===== src/hw/bafc_regs.vh =====
// register offsets, fields and timing constants of the boost fault controller
`ifndef BAFC_REGS_VH
`define BAFC_REGS_VH
`define BAFC_ADDR_CTRL 8'h00
`define BAFC_ADDR_STATUS 8'h04
`define BAFC_ADDR_MASK 8'h08
`define BAFC_ADDR_TARGET 8'h0C
`define BAFC_ADDR_PERIOD 8'h10
`define BAFC_ADDR_STATE 8'h14
`define BAFC_CTRL_SINKS_ON 0
`define BAFC_CTRL_HIGHFREQ 1
`define BAFC_CTRL_RESTART 2
`define BAFC_ST_OVL 0
`define BAFC_ST_OVH 1
`define BAFC_ST_OCP 2
`define BAFC_PERIOD_RESET 16'h0190
`define BAFC_TARGET_MAX 10'h3FF
`define BAFC_INIT_PCT 88
`define BAFC_CLK_NS 10
`define BAFC_MIN_T_LF_NS 150
`define BAFC_MIN_OFF_HF_NS 40
`define BAFC_MIN_ON_HF_NS 110
`define BAFC_UV_TIME_MS 110
`define BAFC_ADAPT_CYC 1000
`endif


===== src/hw/bafc_ctrl.v =====
// boost controller: current limit, min times, adaptive target, fault supervision, apb
// Notes on behaviour
// - current limit turns gate off for rest of cycle; next cycle restarts it
// - current limit sets no flag, no interrupt, no recovery
// - min on/off 150 ns low band; 110 ns on, 40 ns off high band
// - adaptive loop looks only at sinks enabled by string configuration
// - sinks flagged open or short are dropped from adaptive monitoring
// - periodic check raises target when any monitored sink lacks headroom
// - target steps down while all have headroom; stops at threshold touch
// - before sinks active ramp to 88 percent target; adapt only afterwards
// - high over-voltage enters recovery and sets its flag
// - under-voltage starts 110 ms timer, abandoned on recovery above threshold
// - timer expiry enters recovery and sets overcurrent flag
// - faults drive open-drain interrupt; cleared by host or enable falling
//
// Added by the designer: the APB register port and the placing of the registers.
`timescale 1ns/1ps
`include "bafc_regs.vh"
module bafc_ctrl #(
  parameter NCH = 6,
  parameter TW = 10,
  parameter UV_CYCLES = `BAFC_UV_TIME_MS * 1000000 / `BAFC_CLK_NS,
  parameter ADAPT_CYCLES = `BAFC_ADAPT_CYC
) (
  input wire pclk,
  input wire presetn,
  input wire psel,
  input wire penable,
  input wire pwrite,
  input wire [7:0] paddr,
  input wire [31:0] pwdata,
  output reg [31:0] prdata,
  output wire pready,
  output wire pslverr,
  input wire enable_in,
  input wire current_limit_in,
  input wire overvolt_low_level,
  input wire overvolt_high_level,
  input wire undervolt_level,
  input wire [NCH-1:0] string_config_select,
  input wire [NCH-1:0] string_fault_in,
  input wire [NCH-1:0] led_sink_output,
  output reg gate_drive,
  output reg [TW-1:0] boost_target,
  output reg fault_recovery,
  output wire int_out,
  output wire int_oe,
  output wire boost_overvolt_low_flag,
  output wire boost_overvolt_high_flag,
  output wire boost_overcurrent_flag
);
  localparam [31:0] MIN_LF = (`BAFC_MIN_T_LF_NS + `BAFC_CLK_NS - 1) / `BAFC_CLK_NS;
  localparam [31:0] MIN_OFF_HF = (`BAFC_MIN_OFF_HF_NS + `BAFC_CLK_NS - 1) / `BAFC_CLK_NS;
  localparam [31:0] MIN_ON_HF = (`BAFC_MIN_ON_HF_NS + `BAFC_CLK_NS - 1) / `BAFC_CLK_NS;
  localparam [31:0] INIT_W = `BAFC_TARGET_MAX * `BAFC_INIT_PCT / 100;
  localparam [TW-1:0] INIT_T = INIT_W[TW-1:0];
  localparam [TW-1:0] TMAX = `BAFC_TARGET_MAX;
  localparam [31:0] UV_LAST = UV_CYCLES - 1;
  localparam [31:0] AD_LAST = ADAPT_CYCLES - 1;
  // three-stage synchronisers for pins
  reg [2:0] en_s, cl_s, ovl_s, ovh_s, uv_s;
  reg [NCH-1:0] hd_s1, hd_s2, hd_s3;
  reg en_q, cl_q, ovl_q, ovh_q, uv_q;
  reg [NCH-1:0] hd_q;
  always @(posedge pclk or negedge presetn) begin
    if (!presetn) begin
      en_s <= 3'b000;
      cl_s <= 3'b000;
      ovl_s <= 3'b000;
      ovh_s <= 3'b000;
      uv_s <= 3'b000;
      hd_s1 <= {NCH{1'b0}};
      hd_s2 <= {NCH{1'b0}};
      hd_s3 <= {NCH{1'b0}};
      en_q <= 1'b0;
      cl_q <= 1'b0;
      ovl_q <= 1'b0;
      ovh_q <= 1'b0;
      uv_q <= 1'b0;
      hd_q <= {NCH{1'b0}};
    end else begin
      en_s <= {en_s[1:0], enable_in};
      cl_s <= {cl_s[1:0], current_limit_in};
      ovl_s <= {ovl_s[1:0], overvolt_low_level};
      ovh_s <= {ovh_s[1:0], overvolt_high_level};
      uv_s <= {uv_s[1:0], undervolt_level};
      hd_s1 <= led_sink_output;
      hd_s2 <= hd_s1;
      hd_s3 <= hd_s2;
      if (en_s[1] == en_s[2]) en_q <= en_s[2];
      if (cl_s[1] == cl_s[2]) cl_q <= cl_s[2];
      if (ovl_s[1] == ovl_s[2]) ovl_q <= ovl_s[2];
      if (ovh_s[1] == ovh_s[2]) ovh_q <= ovh_s[2];
      if (uv_s[1] == uv_s[2]) uv_q <= uv_s[2];
      hd_q <= (hd_q & ~(hd_s2 ^ hd_s3)) | (hd_s3 & ~(hd_s2 ^ hd_s3));
    end
  end
  // apb registers
  reg [2:0] ctrl_r;
  reg [2:0] status_r;
  reg [2:0] mask_r;
  reg [15:0] period_r;
  wire wr = psel & penable & pwrite;
  wire rd = psel & penable & ~pwrite;
  reg en_d_r;
  assign pready = 1'b1;
  assign pslverr = 1'b0;
  always @* begin
    case (paddr)
      `BAFC_ADDR_CTRL: prdata = {29'h0000_0000, ctrl_r};
      `BAFC_ADDR_STATUS: prdata = {29'h0000_0000, status_r};
      `BAFC_ADDR_MASK: prdata = {29'h0000_0000, mask_r};
      `BAFC_ADDR_TARGET: prdata = {{(32-TW){1'b0}}, boost_target};
      `BAFC_ADDR_PERIOD: prdata = {16'h0000, period_r};
      `BAFC_ADDR_STATE: prdata = {30'h0000_0000, gate_drive, fault_recovery};
      default: prdata = 32'h0000_0000;
    endcase
  end
  // fault events
  reg uv_busy_r;
  reg [31:0] uv_cnt_r;
  reg ovh_d_r, ovl_d_r;
  wire ev_ovl = ovl_q & ~ovl_d_r;
  wire ev_ovh = ovh_q & ~ovh_d_r;
  wire ev_ocp = uv_busy_r & uv_q & (uv_cnt_r == UV_LAST);
  wire [2:0] ev = {ev_ocp, ev_ovh, ev_ovl};
  wire rd_status = rd & (paddr == `BAFC_ADDR_STATUS);
  always @(posedge pclk or negedge presetn) begin
    if (!presetn) begin
      ctrl_r <= 3'b000;
      mask_r <= 3'b111;
      period_r <= `BAFC_PERIOD_RESET;
      status_r <= 3'b000;
      en_d_r <= 1'b0;
      ovh_d_r <= 1'b0;
      ovl_d_r <= 1'b0;
    end else begin
      en_d_r <= en_q;
      ovh_d_r <= ovh_q;
      ovl_d_r <= ovl_q;
      if (wr && paddr == `BAFC_ADDR_CTRL) ctrl_r <= pwdata[2:0];
      else ctrl_r[`BAFC_CTRL_RESTART] <= 1'b0;
      if (wr && paddr == `BAFC_ADDR_MASK) mask_r <= pwdata[2:0];
      if (wr && paddr == `BAFC_ADDR_PERIOD) period_r <= pwdata[15:0];
      if ((en_d_r & ~en_q) | rd_status | (wr && paddr == `BAFC_ADDR_STATUS))
        status_r <= ev;
      else
        status_r <= status_r | ev;
    end
  end
  assign boost_overvolt_low_flag = status_r[`BAFC_ST_OVL];
  assign boost_overvolt_high_flag = status_r[`BAFC_ST_OVH];
  assign boost_overcurrent_flag = status_r[`BAFC_ST_OCP];
  assign int_out = 1'b0;
  assign int_oe = |(status_r & mask_r);
  // under-voltage timer and recovery state
  always @(posedge pclk or negedge presetn) begin
    if (!presetn) begin
      uv_busy_r <= 1'b0;
      uv_cnt_r <= 32'h0000_0000;
      fault_recovery <= 1'b0;
    end else begin
      if (!en_q || !uv_q || fault_recovery) begin
        uv_busy_r <= 1'b0;
        uv_cnt_r <= 32'h0000_0000;
      end else if (!uv_busy_r) begin
        uv_busy_r <= 1'b1;
      end else if (uv_cnt_r != UV_LAST) begin
        uv_cnt_r <= uv_cnt_r + 32'h0000_0001;
      end
      if (!en_q || ctrl_r[`BAFC_CTRL_RESTART]) fault_recovery <= 1'b0;
      else if (ev_ovh | ev_ocp) fault_recovery <= 1'b1;
    end
  end
  // switching cycle with current limit and min times
  reg [15:0] cyc_r;
  reg [15:0] on_r;
  reg cl_hit_r;
  wire hf = ctrl_r[`BAFC_CTRL_HIGHFREQ];
  wire [15:0] min_on = hf ? MIN_ON_HF[15:0] : MIN_LF[15:0];
  wire [15:0] min_off = hf ? MIN_OFF_HF[15:0] : MIN_LF[15:0];
  wire [15:0] max_on = period_r - min_off;
  wire cyc_end = (cyc_r >= period_r - 16'h0001);
  wire run = en_q & ~fault_recovery & ~ovl_q;
  wire sinks_on = ctrl_r[`BAFC_CTRL_SINKS_ON];
  always @(posedge pclk or negedge presetn) begin
    if (!presetn) begin
      cyc_r <= 16'h0000;
      on_r <= 16'h0000;
      cl_hit_r <= 1'b0;
      gate_drive <= 1'b0;
    end else begin
      cyc_r <= cyc_end ? 16'h0000 : cyc_r + 16'h0001;
      if (cyc_end) begin
        cl_hit_r <= 1'b0;
        on_r <= 16'h0000;
        gate_drive <= run;
      end else begin
        if (gate_drive) on_r <= on_r + 16'h0001;
        if (gate_drive && cl_q && on_r + 16'h0001 >= min_on) begin
          cl_hit_r <= 1'b1;
          gate_drive <= 1'b0;
        end else if (!run || on_r + 16'h0001 >= max_on) begin
          gate_drive <= 1'b0;
        end
      end
    end
  end
  // adaptive target loop
  reg [31:0] ad_cnt_r;
  wire [NCH-1:0] mon = string_config_select & ~string_fault_in;
  wire low_any = |(mon & hd_q);
  always @(posedge pclk or negedge presetn) begin
    if (!presetn) begin
      ad_cnt_r <= 32'h0000_0000;
      boost_target <= INIT_T;
    end else begin
      ad_cnt_r <= (ad_cnt_r == AD_LAST) ? 32'h0000_0000 : ad_cnt_r + 32'h0000_0001;
      if (!en_q || !sinks_on) begin
        boost_target <= INIT_T;
      end else if (ad_cnt_r == AD_LAST && !fault_recovery && mon != {NCH{1'b0}}) begin
        if (low_any && boost_target != TMAX)
          boost_target <= boost_target + {{(TW-1){1'b0}}, 1'b1};
        else if (!low_any && boost_target != {TW{1'b0}})
          boost_target <= boost_target - {{(TW-1){1'b0}}, 1'b1};
      end
    end
  end
endmodule


===== config.mk =====
export PLATFORM = sky130hd
export DESIGN_NAME = bafc_ctrl
export DESIGN_NICKNAME = d
export VERILOG_FILES = /design/src/hw/bafc_ctrl.v
export VERILOG_INCLUDE_DIRS = /design/src /design/src/hw
export SDC_FILE = /design/constraint.sdc
export NUM_CORES = 1
export LEC_CHECK = 0
export BUFFER_PORTS_ARGS = -buffer_cell sky130_fd_sc_hd__clkbuf_2
export CAP_MARGIN = 20
export CORE_MARGIN = 1.5
export CORE_UTILIZATION = 55
export CTS_CLUSTER_SIZE = 20
export DETAILED_ROUTE_END_ITERATION = 7
export PLACE_DENSITY_LB_ADDON = 0.05
export SKIP_LAST_GASP = 1
export SLEW_MARGIN = 10
export SYNTH_ARGS = -nofsm -noshare
export SYNTH_HDL_FRONTEND = slang
export SYNTH_SLANG_ARGS = --single-unit

===== constraint.sdc =====
create_clock -name pclk -period 4.1 [get_ports pclk]
set_clock_uncertainty 0.2 [all_clocks]
set_input_delay 0.82 -clock pclk [delete_from_list [all_inputs] [get_ports pclk]]
set_output_delay 0.82 -clock pclk [all_outputs]
set_load 0.02 [all_outputs]

# Word-level counts from Yosys, hierarchy flattened
# Index checks and enable logic that the tools add are counted.
# word_totals
ff_bits	181
input_bits	68
out_inout_bits	51
elab_cells	142
# op_classes
add_sub_neg	8
order_cmp	3
eq_ne	14
muxes	22
bitwise	30
n_reduce_logical	35
# op_table
cell	n
$mux W32	4
$pmux W16 S6	1
$add A32 B1 Y32 const B	2
$mux W16	3
$mux W10	4
$add A16 B1 Y16 const B	2
$eq A32 B10 Y1 const B	1
$eq A32 B24 Y1 const B	1
$ge A16 B16 Y1	2
$ne A32 B24 Y1 const B	1
$and A6 B6 Y6	4
$eq A8 B4 Y1 const B	2
$eq A8 B5 Y1 const B	2
$ge A16 B4 Y1	1
$sub A16 B1 Y16 const B	1
$sub A16 B4 Y16	1
$not A6 Y6	2
$and A1 B1 Y1	11
$add A10 B1 Y10 const B	1
$logic_and A1 B1 Y1	10
$ne A10 B10 Y1 const B	1
$reduce_bool A10 Y1	1
$reduce_bool A2 Y1	5
$sub A10 B1 Y10 const B	1
other kinds (19)	48

# Longest topological paths before layout
# Gate-level depths: netlist of the first run.
# logic_depth
word_depth	10
depth_mapped	16
depth_no_buf	16

# Worst setup path after synthesis of the first run
# Ideal clock, no wire load.
# synth_path
path_kind	register -> register
startpoint	register period_r[2]
endpoint	register on_r[10]
setup_time_ps	78
arrival_ps	3147
t_required_ps	3822
setup_slack_ps	675
stages_incl_launch_ff	15
n_path_buf	2
synth_period_minus_slack_ps	3425
cell_sequence	dfrtp_1 -> clkbuf_1 -> nor3_1 -> or3b_2 -> nor4_1 -> nand2_1 -> xor2_1 -> ha_1 -> o21a_1 -> o21ai_0 -> a21oi_1 -> o21ai_0 -> nand2_1 -> clkbuf_1 -> a21oi_1
# synth_between
elab_chain_len	3
word_cells_on_any_way	4
classes_between	add/sub: 1; order compare: 1; mux: 1; reduce/logical: 1
# synth_rtl
element	line	source
start: declaration	bafc_ctrl.v:102	reg [15:0] period_r;
start signal: assignment	bafc_ctrl.v:132	period_r <= `BAFC_PERIOD_RESET;
start signal: assignment	bafc_ctrl.v:144	if (wr && paddr == `BAFC_ADDR_PERIOD) period_r <= pwdata[15:0];
$sub A16 B1 Y16 (*)	bafc_ctrl.v:183	wire cyc_end = (cyc_r >= period_r - 16'h0001);
$ge A16 B16 Y1 (*)	bafc_ctrl.v:183	
$mux W16 / $reduce_bool A2 Y1 (equally long branches)	--	
end signal: assignment	bafc_ctrl.v:199	if (gate_drive) on_r <= on_r + 16'h0001;
end: declaration	bafc_ctrl.v:177	reg [15:0] on_r;
# Every way passes the cells marked *; elsewhere a longest branch is shown, timed or not.
# A chain may end at the register's enable or synchronous reset.

# Worst setup path after layout of the first run
# layout_path
startpoint	register period_r[1]
endpoint	register on_r[3]
# The elaborated chain is that of the path after synthesis.

==> impl_metrics.tcl, run 1 <==
set metrics [dict create \
    antenna_found_initial 0 \
    p_sw_share_pct 25.39 \
    most-common-layout-cells "171 x dfrtp_1, 121 x nor2_1, 82 x clkbuf_2, 71 x nand2_1, 65 x xor2_1" \
    routed_wl_mm 21.18 \
    first_pass_iters 5 \
    final_cell_count_no_fill 1317 \
    cp.required_ns 4.26 \
    fin_setup_tns_ns 0 \
    drive_above_1_share_pct 15.38 \
    syn-cell-area_um2 9925 \
    place_inst 1285 \
    multi_input_area_um2 5041 \
    cts.sinks 181 \
    ant_nets 0 \
    ys_seq_area_share_pct 45.76 \
    synthTopCellsByArea "dfrtp_1 43%, ha_1 7.1%, xor2_1 5.7%" \
    dpl.hpwl_mm 15.34 \
    fin_crit_ns 3.670 \
    synth_cell_type_count 62 \
    power.switching_mw 0.9823 \
    finalCritPeriodShare_pct 89.52 \
    overflow 0 \
    startpoint_type "flip-flop" \
    vdd_drop_max_v 0.0003113 \
    holdBufCountCts 0 \
    cts_tree "yes" \
    fmax_mhz 272.5 \
    slew_headroom_pct 47.19 \
    synth_cells 999 \
    avgRoutedWirePerCell_um 16.08 \
    synth_top_cell_by_area "dfrtp_1" \
    clkLatencyLatePin_ns 0.44 \
    regToRegSetupSlack_ns 0.43 \
    post-cts-setup-buffers 0 \
    fp.dieW_um 137.3 \
    syn_to_final_growth_pct 12.22 \
    crit_type "flip-flop to flip-flop" \
    first_iter_violations 515 \
    leakagePower_nw 5.430 \
    fp-row-count 48 \
    syn_avg_cell_area_um2 9.934 \
    die_area_um2 18860 \
    synth_top_area_share_pct 43.12 \
    endpoint_kind "flip-flop" \
    p_total_mw 3.869 \
    p_clk_share_pct 43.6 \
    powerDensity_nw_per_um2 347.4 \
    internal_power_mw 2.887 \
    cts-buffers-inserted 17 \
    register_area_um2 4542 \
    post_drt_via_cell_ratio 5.503 \
    finalWorstSetupSlack_ns 0.4298 \
    ys_ff_latch 181 \
    worst_pin_slew_ns 0.7902 \
    pre_cts_ws_ns 0.1986 \
    dr_total_vias 7248 \
    drc_errors 0 \
    grt_use_total_pct 24.09 \
    fp.dieH_um 137.3 \
    async_flop_share_pct 100.0 \
    critPathMaxFanout 13 \
    grt_max_degree 79 \
    final_common_cell "dfrtp_1" \
    arrival_ns 3.83 \
    grt_pass1_wl_mm 34.91 \
    hold_viol_final 0 \
    core_area_um2 17480 \
    place.gp.congestion 0.8550 \
    root_buffer "clkbuf_16" \
    setup_viol 0 \
    hold_path_class "flip-flop to flip-flop" \
    fill_cells 1439 \
    rsz0062_at_grt "false" \
    maxCapViolCount 0 \
    seq_power_share_pct 48.2 \
    start_util_pct 56.79 \
    io_pins 119 \
    io_buffers 83 \
    p_comb_share_pct 8.2 \
    status "complete, no violations" \
    grt_pass1_vias 6945 \
    diodes 0 \
    htree_num_levels 4 \
    clock_path_buffers 2 \
    ys.warnings.count 0 \
    cts_resized 0 \
    synth_flop_cell "dfrtp_1" \
    synth_edf_count 0 \
    utilization_pct 63.72 \
    final_nets 1205 \
    path_clk_slew_ns 0.07 \
    slew_viol_final 0 \
]
[kinds of logic (layout without fill, tap and decap cells)]
| logic type | count (synthesis) | after routing | share of synthesized area, % |
|---|---|---|---|
| xor+xnor | 129 | 129 | 11.38 |
| fa+ha+maj | 63 | 63 | 7.968 |
| compound gates | 121 | 121 | 8.308 |
| other cells | 2 | 19 | 0.07567 |
| buf+inv | 88 | 164 | 4.148 |
| mux | 26 | 26 | 2.912 |
| flops | 181 | 181 | 45.76 |
| simple gates | 389 | 389 | 19.44 |
[worst paths after layout]
kind | startpoint | endpoint | cells after the start
setup reg to reg | period_r[1]$_DFFE_PN0P_ | on_r[3]$_DFFE_PN0P_ | 13
hold / removal | hd_s1[1]$_DFF_PN0_ | hd_s2[1]$_DFF_PN0_ | 0
setup / recovery | period_r[1]$_DFFE_PN0P_ | on_r[3]$_DFFE_PN0P_ | 13
min in group asynchronous | presetn | cl_q$_DFFE_PN0N_ | 1
hold reg to reg | hd_s1[1]$_DFF_PN0_ | hd_s2[1]$_DFF_PN0_ | 0
max in group asynchronous | presetn | period_r[7]$_DFFE_PN1P_ | 2
[layer usage]
metal / vias to the layer above / share of wire (%) / GRT usage, % / wire length, um
li1: 3607 / - / - / -
met1: 3491 / 46 / 32.61 / 9655
met2: 127 / 49 / 39.39 / 10330
met3: 23 / 4.3 / 5.261 / 908
met4: 0 / 1.4 / 6.316 / 293
met5: - / 0 / 0 / 0
[worst max-delay path: stages, from the launching register on]
cell and delay (ns):
dfrtp_1 0.42, nor3_1 0.32, or3b_2 0.56, nor4_2 0.30
nand2_1 0.10, xor2_1 0.17, ha_1 0.31, o21a_1 0.10
o21ai_0 0.13, a21oi_1 0.06, o21ai_0 0.25, nand2_1 0.27
buf_4 0.27, a21oi_1 0.13
[sequential cells by signal (all words and copies together), names as in the netlist, 6 cells and up]
register and flops:
boost_target 10, hd_s2 6, uv_cnt_r 32, on_r 16, hd_q 6, hd_s1 6, hd_s3 6, ad_cnt_r 32
cyc_r 16, period_r 16
[final cells by class]
cell class                      count  share of cell area [%]
Clock buffer                       19                   3.977
Clock inverter                     13                   1.472
Inverter                           37                   1.247
Multi-Input combinational cell    747                   45.26
Sequential cell                   181                   40.78
Tap cell                          225                   2.528
Timing Repair Buffer               95                   4.730
[power by group through the flow]
stage	clock network, mW	logic [mW]	registers (mW)
floorplan	0	0.215	1.89
global placement	0	0.316	1.90
detailed placement	0	0.322	1.90
CTS	1.72	0.323	1.86
global route	1.80	0.363	1.87
finish	1.69	0.318	1.86
[cells in the mapped netlist (6+ instances only)]
library cell	count
mux2_2	23
nor2_1	121
nand3_1	47
xor2_1	65
nor2b_1	11
a22o_1	9
a31oi_1	6
nand4_1	23
or3_1	13
and2_1	10
dfstp_2	10
a21oi_1	30
clkbuf_1	26
o21ai_0	22
a21o_1	15
and3_1	23
xnor2_1	64
nand2b_1	6
inv_1	37
nand2_1	71
ha_1	56
buf_4	19
dfrtp_1	171
nor3_1	23
nor4_1	16
a22oi_1	8
a211oi_1	6
[stage by stage]
step / instance area [um2] / hold slack, ns
2_1_floorplan: 9988 / 0.1312
4_1_cts: 11130 / 0.1505
5_1_grt: 11140 / 0.1549
3_5_place_dp: 10520 / 0.1347
6_report: 11140 / 0.1491
3_3_place_gp: 10520 / 0.1325
Note: power is estimated with default switching activity, not from simulation.
==> inputs of run 2 (changes only) <==
==> constraint.sdc (replaced) <==
create_clock -name pclk -period 4.1 [get_ports pclk]
set_clock_uncertainty 0.2 [all_clocks]
set_input_delay 0 -clock pclk [delete_from_list [all_inputs] [get_ports pclk]]
set_output_delay 0 -clock pclk [all_outputs]
set_load 0.02 [all_outputs]
==> impl_metrics.tcl, run 2 (synthesis results as in run 1) <==
set metrics [dict create \
    status "complete, no violations" \
    vdd_drop_max_v 0.0002927 \
    cts_tree "yes" \
    arrival_ns 3.79 \
    grt_pass1_wl_mm 34.88 \
    rsz0062_at_grt "false" \
    avgRoutedWirePerCell_um 15.66 \
    fp.dieW_um 137.3 \
    htree_num_levels 4 \
    final_common_cell "dfrtp_1" \
    fin_crit_ns 3.636 \
    fp.dieH_um 137.3 \
    fp-row-count 48 \
    fin_setup_tns_ns 0 \
    path_cells "nor3_1 > or3b_2 > nor4_1 > nand2_1 > xor2_1 > ha_1 > o21a_1 > o21ai_0 > a21oi_1 > o21ai_0 > nand2_1 > buf_4 > a21oi_1" \
    io_buffers 83 \
    timing.hold.ws_ns 0.003226 \
    place_inst 1284 \
    fill_cells 1403 \
    clkLatencyLatePin_ns 0.43 \
    root_buffer "clkbuf_16" \
    routed_wl_mm 21.24 \
    crit_type "flip-flop to flip-flop" \
    ant_nets 0 \
    p_total_mw 3.816 \
    powerDensity_nw_per_um2 331.4 \
    maxCapViolCount 0 \
    die_area_um2 18860 \
    drc_errors 0 \
    core_area_um2 17480 \
    cp.required_ns 4.25 \
    syn_to_final_growth_pct 16.02 \
    path_clk_slew_ns 0.07 \
    post_drt_via_cell_ratio 5.505 \
    diodes 0 \
    startpoint_type "flip-flop" \
    cts.sinks 181 \
    grt_max_degree 109 \
    leakagePower_nw 5.587 \
    final_cell_count_no_fill 1357 \
    antenna_found_initial 0 \
    dpl.hpwl_mm 15.25 \
    hold_path_class "input pin to async pin" \
    clock_path_buffers 2 \
    post-cts-setup-buffers 0 \
    first_iter_violations 466 \
    endpoint_kind "flip-flop" \
    finalCritPeriodShare_pct 88.68 \
    cts-buffers-inserted 17 \
    cp-startpoint "period_r[1]$_DFFE_PN0P_" \
    dr_total_vias 7470 \
    most-common-layout-cells "171 x dfrtp_1, 121 x nor2_1, 82 x clkbuf_2, 71 x nand2_1, 65 x xor2_1" \
    start_util_pct 56.79 \
    fmax_mhz 275.0 \
    grt_pass1_vias 7138 \
    timing.rr.start "period_r[1]$_DFFE_PN0P_" \
    final_nets 1245 \
    slew_viol_final 0 \
    worst_pin_slew_ns 0.8762 \
    critPathMaxFanout 13 \
    drive_above_1_share_pct 14.66 \
    cp_slowest_stage_delay_ns 0.54 \
    setup_viol 0 \
    first_pass_iters 5 \
    slowest_stage "or3b_2" \
    place.gp.congestion 0.8741 \
    io_pins 119 \
    overflow 0 \
    top_regs "ad_cnt_r x32, uv_cnt_r x32" \
    slew_headroom_pct 41.59 \
    hold_viol_final 0 \
    grt_use_total_pct 24.03 \
]
[run 2: cell count changes in the layout (fill, tap and decap cells not counted), sizes merged]
| cell | delta |
|---|---|
| bufinv | -1 |
| dlygate4sd3 | +41 |
| clkbuf | -1 |
| inv | +1 |
| buf | -1 |
| clkinv | +1 |
[run 2: area by class of cell]
cell class | instances | area [um2] | share of cell area [%]
Clock buffer | 18 | 429.2 | 3.727
Clock inverter | 14 | 158.9 | 1.380
Inverter | 37 | 138.9 | 1.206
Multi-Input combinational cell | 747 | 5035 | 43.72
Sequential cell | 181 | 4542 | 39.44
Tap cell | 225 | 281.5 | 2.445
Timing Repair Buffer | 135 | 929.6 | 8.073
[run 2: metrics by stage]
step | setup WS (ns) | instance area, um2 | utilization (%)
finish | 0.4640 | 11510 | 65.89
global route | 0.1748 | 11510 | 65.89
CTS | 0.5059 | 11500 | 65.83
detailed placement | 0.5235 | 10520 | 60.17
global placement | 0.5373 | 10520 | 60.17
floorplan | 0.6751 | 9988 | -
[run 2: worst paths after layout]
check                                               to  slack, ns  depth (start not counted)
max                               on_r[10]$_DFFE_PN0P_       0.46                         13
min                               on_r[11]$_DFFE_PN0P_      0.003                          2
max reg2reg                       on_r[10]$_DFFE_PN0P_       0.46                         13
min reg2reg                         hd_s2[3]$_DFF_PN0_       0.15                          0
max in group asynchronous  boost_target[8]$_DFFE_PN1P_       2.73                          3
min in group pclk                    cl_s[0]$_DFF_PN0_       0.01                          2
[run 2: worst max-delay path, delay by kind of cell (launching register included)]
family | cells | cell delay [ns]
AOI/OAI and AO/OA | 5 | 0.65
xor gates and xnor gates | 1 | 0.16
adders and majority gates | 1 | 0.30
buffers and inverters | 1 | 0.27
DFF | 1 | 0.43
and+or+nand+nor | 5 | 1.54
[run 2: what timing repair did]
action	4_1_cts	5_1_grt
setup endpoints to repair	0	0
hold endpoints to repair	143	1
gates resized for setup	0	0
hold buffers	40	1
[run 2: where the power goes]
part	switching [mW]	internal, mW	total, mW	leakage (nW)
registers	0.0358	1.83	1.86	2.35
logic	0.198	0.148	0.346	2.95
clock network	0.742	0.865	1.61	0.285
total	0.976	2.84	3.82	5.59
[run 2: routing by layer]
layer	GRT usage (%)	part of all wire (%)	vias up
met4	7.368	1.5	0
met3	5.114	4.3	22
met5	0	0	-
met2	39.70	49	145
met1	31.87	45	3605
li1	-	-	3698
